<file path="config.mk">
export PLATFORM = sky130hd
export DESIGN_NAME = pmcrb_command_bank
export DESIGN_NICKNAME = d
export VERILOG_FILES = /design/src/shared/pmcrb_pkg.sv /design/src/logic/pmcrb_command_bank.sv
export SDC_FILE = /design/constraint.sdc
export NUM_CORES = 1
export LEC_CHECK = 0
export CORE_MARGIN = 2
export CORE_UTILIZATION = 40
export CTS_BUF_LIST = sky130_fd_sc_hd__clkbuf_16
export DETAILED_ROUTE_END_ITERATION = 8
export DONT_BUFFER_PORTS = 1
export SLEW_MARGIN = 10
export SYNTH_ARGS = -nofsm -noshare
export SYNTH_HDL_FRONTEND = slang
export SYNTH_SLANG_ARGS = --single-unit
</file>
<file path="constraint.sdc">
create_clock -name clock -period 24.2 [get_ports clock]
set_input_delay 2.42 -clock clock [delete_from_list [all_inputs] [get_ports clock]]
set_output_delay 2.42 -clock clock [all_outputs]
set_load 0.01 [all_outputs]
</file>
<file path="src/shared/pmcrb_pkg.sv">
// Purpose: Constants and types for the power module command register bank
// Assumes: Command codes arrive already framed by the serial bus engine
// Notes:   Linear-11 and unsigned linear-16 words are stored as raw bits
package pmcrb_pkg;

    // ------------------------------------------------------------
    // Command codes
    // ------------------------------------------------------------
    localparam logic [7:0] CMD_RUN_CONTROL      = 8'h01;
    localparam logic [7:0] CMD_TURN_ON_SOURCE   = 8'h02;
    localparam logic [7:0] CMD_FAULT_FLAG_CLEAR = 8'h03;
    localparam logic [7:0] CMD_VOUT_SETPOINT    = 8'h21;
    localparam logic [7:0] CMD_VOUT_CEILING     = 8'h24;
    localparam logic [7:0] CMD_SWITCHING_RATE   = 8'h33;
    localparam logic [7:0] CMD_PHASE_OFFSET     = 8'h37;
    localparam logic [7:0] CMD_OUT_OV_LIMIT     = 8'h40;
    localparam logic [7:0] CMD_OUT_UV_LIMIT     = 8'h44;
    localparam logic [7:0] CMD_OC_LIMIT         = 8'h46;
    localparam logic [7:0] CMD_UC_LIMIT         = 8'h4b;
    localparam logic [7:0] CMD_HOT_LIMIT        = 8'h4f;
    localparam logic [7:0] CMD_COLD_LIMIT       = 8'h53;
    localparam logic [7:0] CMD_IN_OV_LIMIT      = 8'h55;
    localparam logic [7:0] CMD_IN_UV_LIMIT      = 8'h59;
    localparam logic [7:0] CMD_GOOD_THRESHOLD   = 8'h5e;
    localparam logic [7:0] CMD_TURN_ON_WAIT     = 8'h60;
    localparam logic [7:0] CMD_RAMP_UP_TIME     = 8'h61;
    localparam logic [7:0] CMD_TURN_OFF_WAIT    = 8'h64;
    localparam logic [7:0] CMD_RAMP_DOWN_TIME   = 8'h65;

    // ------------------------------------------------------------
    // Storage indices
    // ------------------------------------------------------------
    localparam int REG_COUNT = 19;
    localparam int IDX_RUN   = 0;
    localparam int IDX_SRC   = 1;
    localparam int IDX_VSET  = 2;
    localparam int IDX_VMAX  = 3;
    localparam int IDX_FSW   = 4;
    localparam int IDX_PHASE = 5;
    localparam int IDX_OOV   = 6;
    localparam int IDX_OUV   = 7;
    localparam int IDX_OC    = 8;
    localparam int IDX_UC    = 9;
    localparam int IDX_HOT   = 10;
    localparam int IDX_COLD  = 11;
    localparam int IDX_IOV   = 12;
    localparam int IDX_IUV   = 13;
    localparam int IDX_GOOD  = 14;
    localparam int IDX_TONW  = 15;
    localparam int IDX_TONR  = 16;
    localparam int IDX_TOFW  = 17;
    localparam int IDX_TOFF  = 18;
    localparam int BYTE_REGS = 2;

    // ------------------------------------------------------------
    // Reset values
    // ------------------------------------------------------------
    localparam logic [15:0] RUN_CONTROL_RESET = 16'h0000;
    localparam logic [15:0] TURN_ON_SRC_RESET = 16'h0016;
    localparam logic [15:0] OC_LIMIT_RESET    = 16'he3c0;
    localparam logic [15:0] UC_LIMIT_RESET    = 16'he440;
    localparam logic [15:0] HOT_LIMIT_RESET   = 16'heb98;
    localparam logic [15:0] COLD_LIMIT_RESET  = 16'he530;
    localparam logic [15:0] IN_OV_RESET       = 16'hd3a0;

    // ------------------------------------------------------------
    // Strap to output voltage, unsigned linear-16 (value / 8192)
    // ------------------------------------------------------------
    localparam logic [15:0] VOUT_BASE_CODE   = 16'h1333;
    localparam logic [15:0] VOUT_COARSE_STEP = 16'h0666;
    localparam logic [15:0] VOUT_FINE_STEP   = 16'h0052;
    localparam logic [23:0] PCT_DIVISOR      = 24'h00_0064;
    localparam logic [7:0]  PCT_CEILING      = 8'h6e;
    localparam logic [7:0]  PCT_OVERVOLT     = 8'h73;
    localparam logic [7:0]  PCT_UNDERVOLT    = 8'h55;
    localparam logic [7:0]  PCT_GOOD         = 8'h5a;

    // ------------------------------------------------------------
    // Linear-11 fields
    // ------------------------------------------------------------
    localparam int L11_EXP_MSB  = 15;
    localparam int L11_EXP_LSB  = 11;
    localparam int L11_MANT_MSB = 10;

    typedef enum logic [2:0] {
        XFER_SEND_BYTE,
        XFER_WRITE_BYTE,
        XFER_WRITE_WORD,
        XFER_READ_BYTE,
        XFER_READ_WORD
    } pmcrb_xfer_t;

    typedef struct packed {
        logic [3:0]  coarseVoltage;
        logic [3:0]  fineVoltage;
        logic [15:0] switchingRate;
        logic [15:0] inputUndervolt;
        logic [15:0] turnOnWait;
        logic [15:0] rampUpTime;
        logic [15:0] turnOffWait;
        logic [15:0] rampDownTime;
        logic [6:0]  busAddress;
    } pmcrb_strap_t;

    typedef struct packed {
        logic        valid;
        pmcrb_xfer_t kind;
        logic [7:0]  code;
        logic [15:0] data;
    } pmcrb_cmd_t;

    typedef struct packed {
        logic [7:0]  runControl;
        logic [7:0]  turnOnSourceConfig;
        logic [15:0] outputVoltageSetpoint;
        logic [15:0] outputVoltageCeiling;
        logic [15:0] switchingRate;
        logic [15:0] phaseOffset;
        logic [15:0] outputOvervoltLimit;
        logic [15:0] outputUndervoltLimit;
        logic [15:0] overcurrentLimit;
        logic [15:0] undercurrentLimit;
        logic [15:0] hotLimit;
        logic [15:0] coldLimit;
        logic [15:0] inputOvervoltLimit;
        logic [15:0] inputUndervoltLimit;
        logic [15:0] goodOutputThreshold;
        logic [15:0] turnOnWait;
        logic [15:0] rampUpTime;
        logic [15:0] turnOffWait;
        logic [15:0] rampDownTime;
    } pmcrb_regs_t;

    typedef enum logic {
        ST_LOAD,
        ST_READY
    } pmcrb_state_t;

endpackage

</file>
<file path="src/logic/pmcrb_command_bank.sv">
// Purpose: Command register bank of a strap-configured step-down module
// Assumes: A serial bus engine frames each command into one request cycle
// Notes:   Straps are caught once, in the first cycle after reset release
//
// Contract
// - Code 01h is a read/write byte holding on/off control settings.
// - Code 02h read/write byte selects enable pin use; default 16h.
// - Code 21h word holds output voltage setpoint from coarse/fine straps.
// - Code 24h word holds output voltage ceiling, default 110% of strap.
// - Code 33h word holds switching frequency, linear-11, from strap.
// - Code 37h word holds phase offset, default from strapped address.
// - Code 40h word holds output overvoltage limit, default 1.15x strap.
// - Code 44h word holds output undervoltage limit, default 0.85x strap.
// - Code 46h word holds overcurrent limit, reset E3C0h (60 A).
// - Code 4Bh word holds undercurrent limit, reset E440h (-60 A).
// - Code 4Fh word holds overtemperature limit, reset EB98h.
// - Code 53h word holds undertemperature limit, reset E530h.
// - Code 55h word holds input overvoltage limit, reset D3A0h.
// - Code 59h word holds input undervoltage limit from strap.
// - Code 5Eh word holds power-good level, default 0.9x strap.
// - Code 60h word holds turn-on wait, default from strap.
// - Code 61h word holds ramp-up duration, default from strap.
// - Code 64h word holds turn-off wait, default from strap.
// - Code 65h word holds ramp-down duration, default from strap.
// - Linear-11: 5-bit signed exponent high, 11-bit signed mantissa low.
// - Unsigned linear-16: 16-bit mantissa, fixed exponent minus thirteen.
`timescale 1ns/100ps

module pmcrb_command_bank
(
    input  wire logic                  clock,
    input  wire logic                  reset,
    input  wire pmcrb_pkg::pmcrb_strap_t straps,
    input  wire pmcrb_pkg::pmcrb_cmd_t cmdIn,
    output logic                       cmdReady,
    output logic                       rspValid,
    output logic                       rspError,
    output logic [15:0]                rspData,
    output logic                       faultClearPulse,
    output pmcrb_pkg::pmcrb_regs_t     regsOut,
    output logic [4:0]                 rateExponent,
    output logic [10:0]                rateMantissa
);
    import pmcrb_pkg::*;

    // ------------------------------------------------------------
    // Strap derived defaults
    // ------------------------------------------------------------
    logic [15:0] strapVout;
    logic [23:0] strapVoutWide;
    logic [15:0] strapCeiling;
    logic [15:0] strapOvervolt;
    logic [15:0] strapUndervolt;
    logic [15:0] strapGood;
    logic [15:0] defaults [REG_COUNT];

    assign strapVout = 16'(VOUT_BASE_CODE
                     + 16'(straps.coarseVoltage) * VOUT_COARSE_STEP
                     + 16'(straps.fineVoltage) * VOUT_FINE_STEP);
    assign strapVoutWide = {8'h00, strapVout};

    function automatic logic [15:0] scalePct(input logic [23:0] v,
                                             input logic [7:0]  pct);
        logic [31:0] prod;
        prod = 32'(v) * 32'(pct);
        scalePct = 16'(prod / 32'(PCT_DIVISOR));
    endfunction

    assign strapCeiling   = scalePct(strapVoutWide, PCT_CEILING);
    assign strapOvervolt  = scalePct(strapVoutWide, PCT_OVERVOLT);
    assign strapUndervolt = scalePct(strapVoutWide, PCT_UNDERVOLT);
    assign strapGood      = scalePct(strapVoutWide, PCT_GOOD);

    assign defaults[IDX_RUN]   = RUN_CONTROL_RESET;
    assign defaults[IDX_SRC]   = TURN_ON_SRC_RESET;
    assign defaults[IDX_VSET]  = strapVout;
    assign defaults[IDX_VMAX]  = strapCeiling;
    assign defaults[IDX_FSW]   = straps.switchingRate;
    assign defaults[IDX_PHASE] = {12'h000,
                                  straps.busAddress[3:0]};
    assign defaults[IDX_OOV]   = strapOvervolt;
    assign defaults[IDX_OUV]   = strapUndervolt;
    assign defaults[IDX_OC]    = OC_LIMIT_RESET;
    assign defaults[IDX_UC]    = UC_LIMIT_RESET;
    assign defaults[IDX_HOT]   = HOT_LIMIT_RESET;
    assign defaults[IDX_COLD]  = COLD_LIMIT_RESET;
    assign defaults[IDX_IOV]   = IN_OV_RESET;
    assign defaults[IDX_IUV]   = straps.inputUndervolt;
    assign defaults[IDX_GOOD]  = strapGood;
    assign defaults[IDX_TONW]  = straps.turnOnWait;
    assign defaults[IDX_TONR]  = straps.rampUpTime;
    assign defaults[IDX_TOFW]  = straps.turnOffWait;
    assign defaults[IDX_TOFF]  = straps.rampDownTime;

    // ------------------------------------------------------------
    // Command decode
    // ------------------------------------------------------------
    logic [7:0] codes [REG_COUNT];
    logic [REG_COUNT-1:0] hit;
    logic [4:0]  hitIndex;
    logic        anyHit;
    logic        isClear;
    logic        isByteReg;
    logic        isWrite;
    logic        isRead;
    logic        isWord;
    logic        sizeOk;
    logic        cmdTaken;
    logic        cmdGood;
    logic        doWrite;
    logic        doClear;

    assign codes[IDX_RUN]   = CMD_RUN_CONTROL;
    assign codes[IDX_SRC]   = CMD_TURN_ON_SOURCE;
    assign codes[IDX_VSET]  = CMD_VOUT_SETPOINT;
    assign codes[IDX_VMAX]  = CMD_VOUT_CEILING;
    assign codes[IDX_FSW]   = CMD_SWITCHING_RATE;
    assign codes[IDX_PHASE] = CMD_PHASE_OFFSET;
    assign codes[IDX_OOV]   = CMD_OUT_OV_LIMIT;
    assign codes[IDX_OUV]   = CMD_OUT_UV_LIMIT;
    assign codes[IDX_OC]    = CMD_OC_LIMIT;
    assign codes[IDX_UC]    = CMD_UC_LIMIT;
    assign codes[IDX_HOT]   = CMD_HOT_LIMIT;
    assign codes[IDX_COLD]  = CMD_COLD_LIMIT;
    assign codes[IDX_IOV]   = CMD_IN_OV_LIMIT;
    assign codes[IDX_IUV]   = CMD_IN_UV_LIMIT;
    assign codes[IDX_GOOD]  = CMD_GOOD_THRESHOLD;
    assign codes[IDX_TONW]  = CMD_TURN_ON_WAIT;
    assign codes[IDX_TONR]  = CMD_RAMP_UP_TIME;
    assign codes[IDX_TOFW]  = CMD_TURN_OFF_WAIT;
    assign codes[IDX_TOFF]  = CMD_RAMP_DOWN_TIME;

    genvar gi;
    generate
        for (gi = 0; gi < REG_COUNT; gi++)
        begin : g_hit
            assign hit[gi] = (cmdIn.code == codes[gi]);
        end
    endgenerate

    always_comb
    begin
        hitIndex = 5'h00;
        for (int i = 0; i < REG_COUNT; i++)
        begin
            if (hit[i])
            begin
                hitIndex = 5'(i);
            end
        end
    end

    assign anyHit    = |hit;
    assign isClear   = (cmdIn.code == CMD_FAULT_FLAG_CLEAR);
    assign isByteReg = (hitIndex < 5'(BYTE_REGS));
    assign isWrite   = (cmdIn.kind == XFER_WRITE_BYTE)
                     | (cmdIn.kind == XFER_WRITE_WORD);
    assign isRead    = (cmdIn.kind == XFER_READ_BYTE)
                     | (cmdIn.kind == XFER_READ_WORD);
    assign isWord    = (cmdIn.kind == XFER_WRITE_WORD)
                     | (cmdIn.kind == XFER_READ_WORD);
    assign sizeOk    = (isWrite | isRead) & (isWord != isByteReg);

    // ------------------------------------------------------------
    // Load and ready sequencing
    // ------------------------------------------------------------
    pmcrb_state_t state_reg;
    pmcrb_state_t state_next;

    always_comb
    begin
        case (state_reg)
            ST_LOAD:  state_next = ST_READY;
            ST_READY: state_next = ST_READY;
            default:  state_next = ST_LOAD;
        endcase
    end

    always_ff @(posedge clock)
    begin
        if (reset)
            state_reg <= ST_LOAD;
        else
            state_reg <= state_next;
    end

    assign cmdReady = (state_reg == ST_READY);
    assign cmdTaken = cmdIn.valid & cmdReady;
    assign doClear  = cmdTaken & isClear
                    & (cmdIn.kind == XFER_SEND_BYTE);
    assign cmdGood  = doClear | (anyHit & sizeOk);
    assign doWrite  = cmdTaken & anyHit & sizeOk & isWrite;

    // ------------------------------------------------------------
    // Register storage
    // ------------------------------------------------------------
    logic [15:0] store_reg [REG_COUNT];

    generate
        for (gi = 0; gi < REG_COUNT; gi++)
        begin : g_store
            logic [15:0] wrValue;
            assign wrValue = (gi < BYTE_REGS)
                           ? {8'h00, cmdIn.data[7:0]} : cmdIn.data;
            always_ff @(posedge clock)
            begin
                if (reset)
                    store_reg[gi] <= 16'h0000;
                else if (state_reg == ST_LOAD)
                    store_reg[gi] <= defaults[gi];
                else if (doWrite && hit[gi])
                    store_reg[gi] <= wrValue;
            end
        end
    endgenerate

    // ------------------------------------------------------------
    // Answers and outputs
    // ------------------------------------------------------------
    always_ff @(posedge clock)
    begin
        if (reset)
        begin
            rspValid        <= 1'b0;
            rspError        <= 1'b0;
            rspData         <= 16'h0000;
            faultClearPulse <= 1'b0;
        end
        else
        begin
            rspValid        <= cmdTaken;
            rspError        <= cmdTaken & ~cmdGood;
            faultClearPulse <= doClear;
            if (cmdTaken && cmdGood && isRead)
                rspData <= store_reg[hitIndex];
            else if (cmdTaken)
                rspData <= 16'h0000;
        end
    end

    assign regsOut.runControl            = store_reg[IDX_RUN][7:0];
    assign regsOut.turnOnSourceConfig    = store_reg[IDX_SRC][7:0];
    assign regsOut.outputVoltageSetpoint = store_reg[IDX_VSET];
    assign regsOut.outputVoltageCeiling  = store_reg[IDX_VMAX];
    assign regsOut.switchingRate         = store_reg[IDX_FSW];
    assign regsOut.phaseOffset           = store_reg[IDX_PHASE];
    assign regsOut.outputOvervoltLimit   = store_reg[IDX_OOV];
    assign regsOut.outputUndervoltLimit  = store_reg[IDX_OUV];
    assign regsOut.overcurrentLimit      = store_reg[IDX_OC];
    assign regsOut.undercurrentLimit     = store_reg[IDX_UC];
    assign regsOut.hotLimit              = store_reg[IDX_HOT];
    assign regsOut.coldLimit             = store_reg[IDX_COLD];
    assign regsOut.inputOvervoltLimit    = store_reg[IDX_IOV];
    assign regsOut.inputUndervoltLimit   = store_reg[IDX_IUV];
    assign regsOut.goodOutputThreshold   = store_reg[IDX_GOOD];
    assign regsOut.turnOnWait            = store_reg[IDX_TONW];
    assign regsOut.rampUpTime            = store_reg[IDX_TONR];
    assign regsOut.turnOffWait           = store_reg[IDX_TOFW];
    assign regsOut.rampDownTime          = store_reg[IDX_TOFF];

    // Switching rate split into its linear-11 fields
    assign rateExponent = store_reg[IDX_FSW][L11_EXP_MSB:L11_EXP_LSB];
    assign rateMantissa = store_reg[IDX_FSW][L11_MANT_MSB:0];

endmodule

</file>
Word level (Yosys, flattened, before mapping)
Memories as Yosys holds them, arrays and structs flattened.
Index checks and enable logic that the tools add are counted.
{ "totals": {"reg_bits": 20, "latch_bits": 0, "mem_bits_rw": 304, "rom_bits": 0, "in_bits": 141, "out_inout_bits": 324, "elab_cells": 261, "memories": 1} }
{ "classes": {"addsub": 2, "multipliers": 6, "div": 4, "order_cmp": 1, "n_eq_ne": 25, "n_shift": 0, "mux": 140, "bitwise": 53, "n_reduce_logical": 24} }
{ "mem_list": {"columns": ["memory", "words", "width", "rd", "rd_clocked_by_memory_dff", "write_ports", "line", "text"], "rows": [
  ["store_reg", 19, 16, 20, 0, 19, "pmcrb_command_bank.sv:197", "logic [15:0] store_reg [REG_COUNT];"]
]} }
{ "ops": {"columns": ["operator", "n"], "rows": [
  ["16-bit 2-to-1 mux", 40],
  ["31-bit by 7-bit divider with 32-bit output, second input constant", 4],
  ["8-bit by 7-bit equality test with 1-bit output, second input constant", 13],
  ["5-bit 2-to-1 mux", 17],
  ["1-bit 2-to-1 mux", 83],
  ["16-bit by 7-bit multiplier with 23-bit output, second input constant", 2],
  ["16-bit by 6-bit multiplier with 22-bit output, second input constant", 2],
  ["1-bit OR", 43],
  ["8-bit by 6-bit equality test with 1-bit output, second input constant", 4],
  ["1-bit logical AND", 21],
  ["19-bit OR reduction", 1],
  ["13-bit by 15-bit adder with 16-bit output, first input constant", 1],
  ["16-bit by 11-bit adder with 16-bit output", 1],
  ["8-bit by 2-bit equality test with 1-bit output, second input constant", 2],
  ["4-bit by 10-bit multiplier with 14-bit output, second input constant", 1],
  ["4-bit by 6-bit multiplier with 10-bit output, second input constant", 1],
  ["1-bit bitwise AND", 9],
  ["8-bit by 1-bit equality test with 1-bit output, second input constant", 1],
  ["3-bit by 2-bit equality test with 1-bit output, second input constant", 2],
  ["5-bit by 2-bit less-than comparator with 1-bit output, second input constant", 1],
  ["3-bit by 1-bit equality test with 1-bit output, second input constant", 1],
  ["3-bit equality test, second input constant", 1],
  ["3-bit zero test", 1],
  ["2-bit nonzero test", 1],
  ["2 further kinds", 2]
]} }

Longest topological paths before layout
{ "logic_depth": {"ltp_word": 30, "depth_mapped": 90, "ltp_nobuf": 78} }

Least setup slack after synthesis
No wires, ideal clock.
{ "synth_timing": {"path_type": "input-to-reg", "startpoint": "input straps[109] (netlist name)", "endpoint": "memory store_reg[6][0] (data pin)", "setup_time_ns": 0.272, "arrival_time_ns": 20.880, "t_required_ns": 23.928, "path_slack_ns": 3.048, "cell_stages": 82, "path_buffers": 5, "cell_sequence": "inv_1 > ha_1 > ha_1 > or2_2 > ha_1 > a21oi_1 > nor2b_1 > nor2_1 > xnor2_1 > inv_1 > ha_1 > inv_1 > ha_1 > a21oi_1 > o21bai_1 > a21o_1 > a21o_1 > xnor2_1 > [... 46 more ...] > a211oi_2 > and3b_1 > nor2_2 > a21oi_1 > o32a_1 > o21a_2 > nor2_4 > mux2i_1 > a211o_1 > a32oi_1 > mux2_4 > a211oi_4 > o21bai_1 > xor2_1 > nand2_1 > a221o_1 > a221oi_1 > a22oi_1"} }
{ "synth_rtl": {"columns": ["item", "line", "text"], "rows": [
  ["from (decl)", "pmcrb_command_bank.sv:33", "input wire pmcrb_pkg::pmcrb_strap_t straps,"],
  ["to (decl)", "pmcrb_command_bank.sv:197", null]
]} }

==> flow_summary.rst <==
.. list-table::
   :header-rows: 1

   * - Metric
     - Value
   * - Run status
     - finished, final reports clean
   * - Final number of setup-violating endpoints
     - 0
   * - Combinational family with the most area after synthesis
     - compound AO/OA/AOI/OAI gates
   * - TritonCTS Buffers
     - 30
   * - Detail Placement HPWL
     - 131000 um
   * - Relative slew slack
     - 0.170
   * - Count of warnings emitted by yosys
     - 0
   * - Portion of netlist area occupied by mux cells
     - 0.0276
   * - Clock Tree Buf Depth
     - 3
   * - Xor and xnor fraction of the mapped netlist area
     - 0.0693
   * - Worst endpoint required time
     - 24.55 ns
   * - DR WL/cell
     - 25.2 um
   * - Length of the first detailed-routing pass in iterations
     - 8
   * - Number of maximum-capacitance violations
     - 0
   * - Row Count
     - 119
   * - Initial drt markers
     - 3871
   * - Final routed DRC violation total
     - 0
   * - Most frequent cells in the layout
     - sky130_fd_sc_hd__nand2_1 (616), sky130_fd_sc_hd__nor2_1 (366), sky130_fd_sc_hd__a21oi_1 (310), sky130_fd_sc_hd__edfxtp_1 (288), sky130_fd_sc_hd__inv_1 (285)
   * - Width of the chip
     - 328 um
   * - Crit path time final
     - 22.76 ns
   * - Vias in the first global route
     - 38600
   * - Portion of the post-synthesis area used by sequential elements
     - 0.215
   * - Worst Max-Slew Pin Slew
     - 1.24 ns
   * - DP Worst Slack
     - 0.0208 ns
   * - Final critical-path setup slack
     - 1.44 ns
   * - Syn Inst Count
     - 5262
   * - Length in cells of the worst reg-to-reg path
     - 10
   * - Avg Inst Size Synth
     - 8.00 sq um
   * - Period Utilization, post-route
     - 0.941
   * - Number of max-slew violations in the final report
     - 0
   * - Via count of the routed design
     - 42400
   * - Die area
     - 108000 sq um
   * - Post-route cell area
     - 45000 sq um
   * - Clock-pin transition on the worst setup and hold timing paths
     - 0.06 ns
   * - H-tree levels
     - 1
   * - Share of layout cells above drive strength 1
     - 0.0876
   * - Worst clock skew on the final layout
     - 0.0327 ns
   * - Flip-flop count of the largest register, all copies and words added
     - 288
   * - DRT Wirelength
     - 166000 um
   * - Crit path arrival time
     - 23.12 ns
   * - Type of the most critical hold path
     - reg2reg
   * - Terminating pin of the worst hold path
     - rspData[7]$_SDFFE_PP0P_
   * - Top achievable clock speed
     - 43.9 MHz
   * - Area after detailed placement
     - 43900 sq um
   * - #FFs+latches synth
     - 308
   * - Buffers on Ports
     - 0
   * - Number of distinct library cells after synthesis
     - 146
   * - Number of fillers in the final layout
     - 10600
   * - Adder and majority gate portion of the synthesized area
     - 0.112
   * - Launching point of the worst reg2reg path
     - cmdReady$_DFF_P_
   * - Final hold viol count
     - 0
   * - Simple-Gate Fraction of Synth Area
     - 0.225
   * - Initial Utilization
     - 0.402
   * - Element type at the critical path end
     - flop
   * - Cell at the root of the clock tree
     - sky130_fd_sc_hd__clkbuf_16
   * - End of the worst register-to-register path
     - store_reg[6][0]$_DFFE_PP_
   * - Cell with the largest stage delay on the worst path
     - sky130_fd_sc_hd__a2111oi_1
   * - Worst hold start
     - rspData[7]$_SDFFE_PP0P_
   * - Number of nets in the synthesized netlist
     - 5713
   * - Clock tree from TritonCTS
     - built
   * - Area of combinational cells with multiple inputs
     - 31200 sq um
   * - Peak fanout along the critical path
     - 10
   * - Most common cell after layout, fill and taps aside
     - sky130_fd_sc_hd__nand2_1
   * - Pin count of the biggest net entering global routing
     - 74
   * - Hold Path Stages
     - 2
   * - Largest stage delay, worst path
     - 0.82 ns
   * - Area of the core
     - 105000 sq um
   * - Antenna violations before repair
     - 15
   * - Via count normalized by instance count
     - 6.42
   * - Total GRT Usage
     - 0.290
   * - Synthesized cell area
     - 42100 sq um
   * - Area fraction in compound gates after synthesis
     - 0.298
   * - Routability congestion estimate from global placement
     - 0.942
   * - Residual overflow from global routing
     - 0
   * - Share of async-settable or async-resettable flops after synthesis
     - 0
   * - Kind of launch point of the worst setup path
     - input pin
   * - Type of the setup path with the least slack
     - in2reg
   * - CTS sink cnt
     - 308
   * - Height of the chip
     - 328 um
   * - Layout area overhead
     - 6.93%
   * - Post-synth top flop
     - sky130_fd_sc_hd__edfxtp_1
   * - Antenna violation net count after detailed routing
     - 0
   * - Sequential Area
     - 9050 sq um
   * - Register-to-Register Setup Slack
     - 20.41 ns
   * - Global-route wire length before repair
     - 244000 um
   * - Total Nets Final
     - 5622
   * - Number of ports placed on the die boundary
     - 465
   * - Clock latency on the worst-skew pair
     - 0.62 ns
   * - Number of synthesized flops with an enable pin
     - 288
   * - CP dominant cell by count
     - sky130_fd_sc_hd__a21oi_1
-- synthesized netlist by cell type (21+ instances only) --
library cell | count | area, sq um
sky130_fd_sc_hd__a31oi_1 | 83 | 519
sky130_fd_sc_hd__o31ai_1 | 35 | 263
sky130_fd_sc_hd__fa_1 | 82 | 1640
sky130_fd_sc_hd__nand2b_1 | 37 | 231
sky130_fd_sc_hd__and3_1 | 62 | 388
sky130_fd_sc_hd__a21oi_1 | 314 | 1570
sky130_fd_sc_hd__mux2i_1 | 79 | 791
sky130_fd_sc_hd__a211o_1 | 43 | 377
sky130_fd_sc_hd__and2_1 | 156 | 976
sky130_fd_sc_hd__buf_4 | 24 | 180
sky130_fd_sc_hd__o211ai_1 | 71 | 533
sky130_fd_sc_hd__nand4_1 | 51 | 319
sky130_fd_sc_hd__buf_2 | 25 | 125
sky130_fd_sc_hd__a311oi_1 | 39 | 342
sky130_fd_sc_hd__o21ai_0 | 223 | 1120
sky130_fd_sc_hd__o21bai_1 | 32 | 240
sky130_fd_sc_hd__buf_1 | 23 | 86.3
sky130_fd_sc_hd__nand2_1 | 617 | 2320
sky130_fd_sc_hd__xor2_1 | 82 | 718
sky130_fd_sc_hd__o22ai_1 | 37 | 231
sky130_fd_sc_hd__nand3_1 | 146 | 731
sky130_fd_sc_hd__ha_1 | 228 | 2850
sky130_fd_sc_hd__clkbuf_1 | 188 | 706
sky130_fd_sc_hd__or2_2 | 51 | 319
sky130_fd_sc_hd__or3_1 | 51 | 319
sky130_fd_sc_hd__nor4_1 | 49 | 307
sky130_fd_sc_hd__a22o_1 | 124 | 1090
sky130_fd_sc_hd__nor2_1 | 369 | 1390
sky130_fd_sc_hd__xnor2_1 | 240 | 2100
sky130_fd_sc_hd__o21ai_1 | 39 | 195
sky130_fd_sc_hd__nor2b_1 | 26 | 163
sky130_fd_sc_hd__o221ai_1 | 24 | 210
sky130_fd_sc_hd__nor3_1 | 155 | 776
sky130_fd_sc_hd__o21a_1 | 48 | 360
sky130_fd_sc_hd__a2111oi_0 | 22 | 193
sky130_fd_sc_hd__maj3_1 | 21 | 210
sky130_fd_sc_hd__edfxtp_1 | 288 | 8650
sky130_fd_sc_hd__o2111ai_1 | 25 | 219
sky130_fd_sc_hd__a21o_1 | 88 | 661
sky130_fd_sc_hd__mux2_2 | 23 | 259
sky130_fd_sc_hd__inv_1 | 280 | 1050
sky130_fd_sc_hd__a211oi_1 | 138 | 1040
-- metrics by stage --
stage,hold slack (ns),std cells,setup TNS (ns),util
after floorplan,0.524,5262,0,-
after global placement,0.551,6528,0,0.418
after detailed placement,0.547,6528,0,0.418
after CTS,0.555,6582,0,0.427
after global routing,0.583,6593,-0.0000480,0.430
final,0.555,6594,0,0.430
-- timing repair --
| action | 4_1_cts | 5_1_grt |
|---|---|---|
| buffers inserted | 0 | 1 |
| hold buffers | 0 | 0 |
| setup endpoints to repair | 0 | 9 |
| gates resized for setup | 0 | 41 |
-- worst max-delay path: cells and delay by family --
kind,cells,cell delay (ns)
xor+xnor,4,0.87
fa+ha+maj,10,3.71
compound gates,42,12.43
mux,5,1.82
simple gates,4,1.19
buf+inv,6,0.67
-- cell type report --
class / instances / area share
inverters: 281 / 0.0234
clock buffers: 30 / 0.0167
well taps: 1391 / 0.0386
diodes: 10 / 0.000556
clock inverters: 24 / 0.00375
repair buffers: 143 / 0.0238
multi-input cells: 4407 / 0.692
flip-flops and latches: 308 / 0.201
-- logic make-up (layout without fill, tap and decap cells) --
kind of cell,count (synthesis),count (layout)
and+or+nand+nor,1914,1915
AOI/OAI and AO/OA,1723,1723
buffers and inverters,548,478
adders and majority gates,332,332
xor gates and xnor gates,328,328
DFF,308,308
muxes,109,109
other,0,10
-- how the worst max path moves through the flow --
stage	end	cells after the start	slack, ns	startpoint
6_report	store_reg[3][0]$_DFFE_PP_	71	1.44	straps[109]
5_1_grt	store_reg[3][0]$_DFFE_PP_	73	-0.00005	straps[109]
3_3_place_gp	store_reg[14][0]$_DFFE_PP_	76	0.33	straps[109]
2_1_floorplan	store_reg[6][0]$_DFFE_PP_	82	3.05	straps[109]
3_5_place_dp	store_reg[14][0]$_DFFE_PP_	76	0.02	straps[109]
4_1_cts	store_reg[14][0]$_DFFE_PP_	76	0.63	straps[109]
-- routing by layer --
layer	vias up	GRT usage	share of wire
li1	19700	-	-
met1	20400	0.356	0.39
met2	1959	0.484	0.46
met3	332	0.0608	0.095
met4	4	0.137	0.055
met5	-	0	0.00013
Power is left out: the tool's default activity adds up to more than one toggle a clock period on the data nets, which glitch-free logic cannot reach.
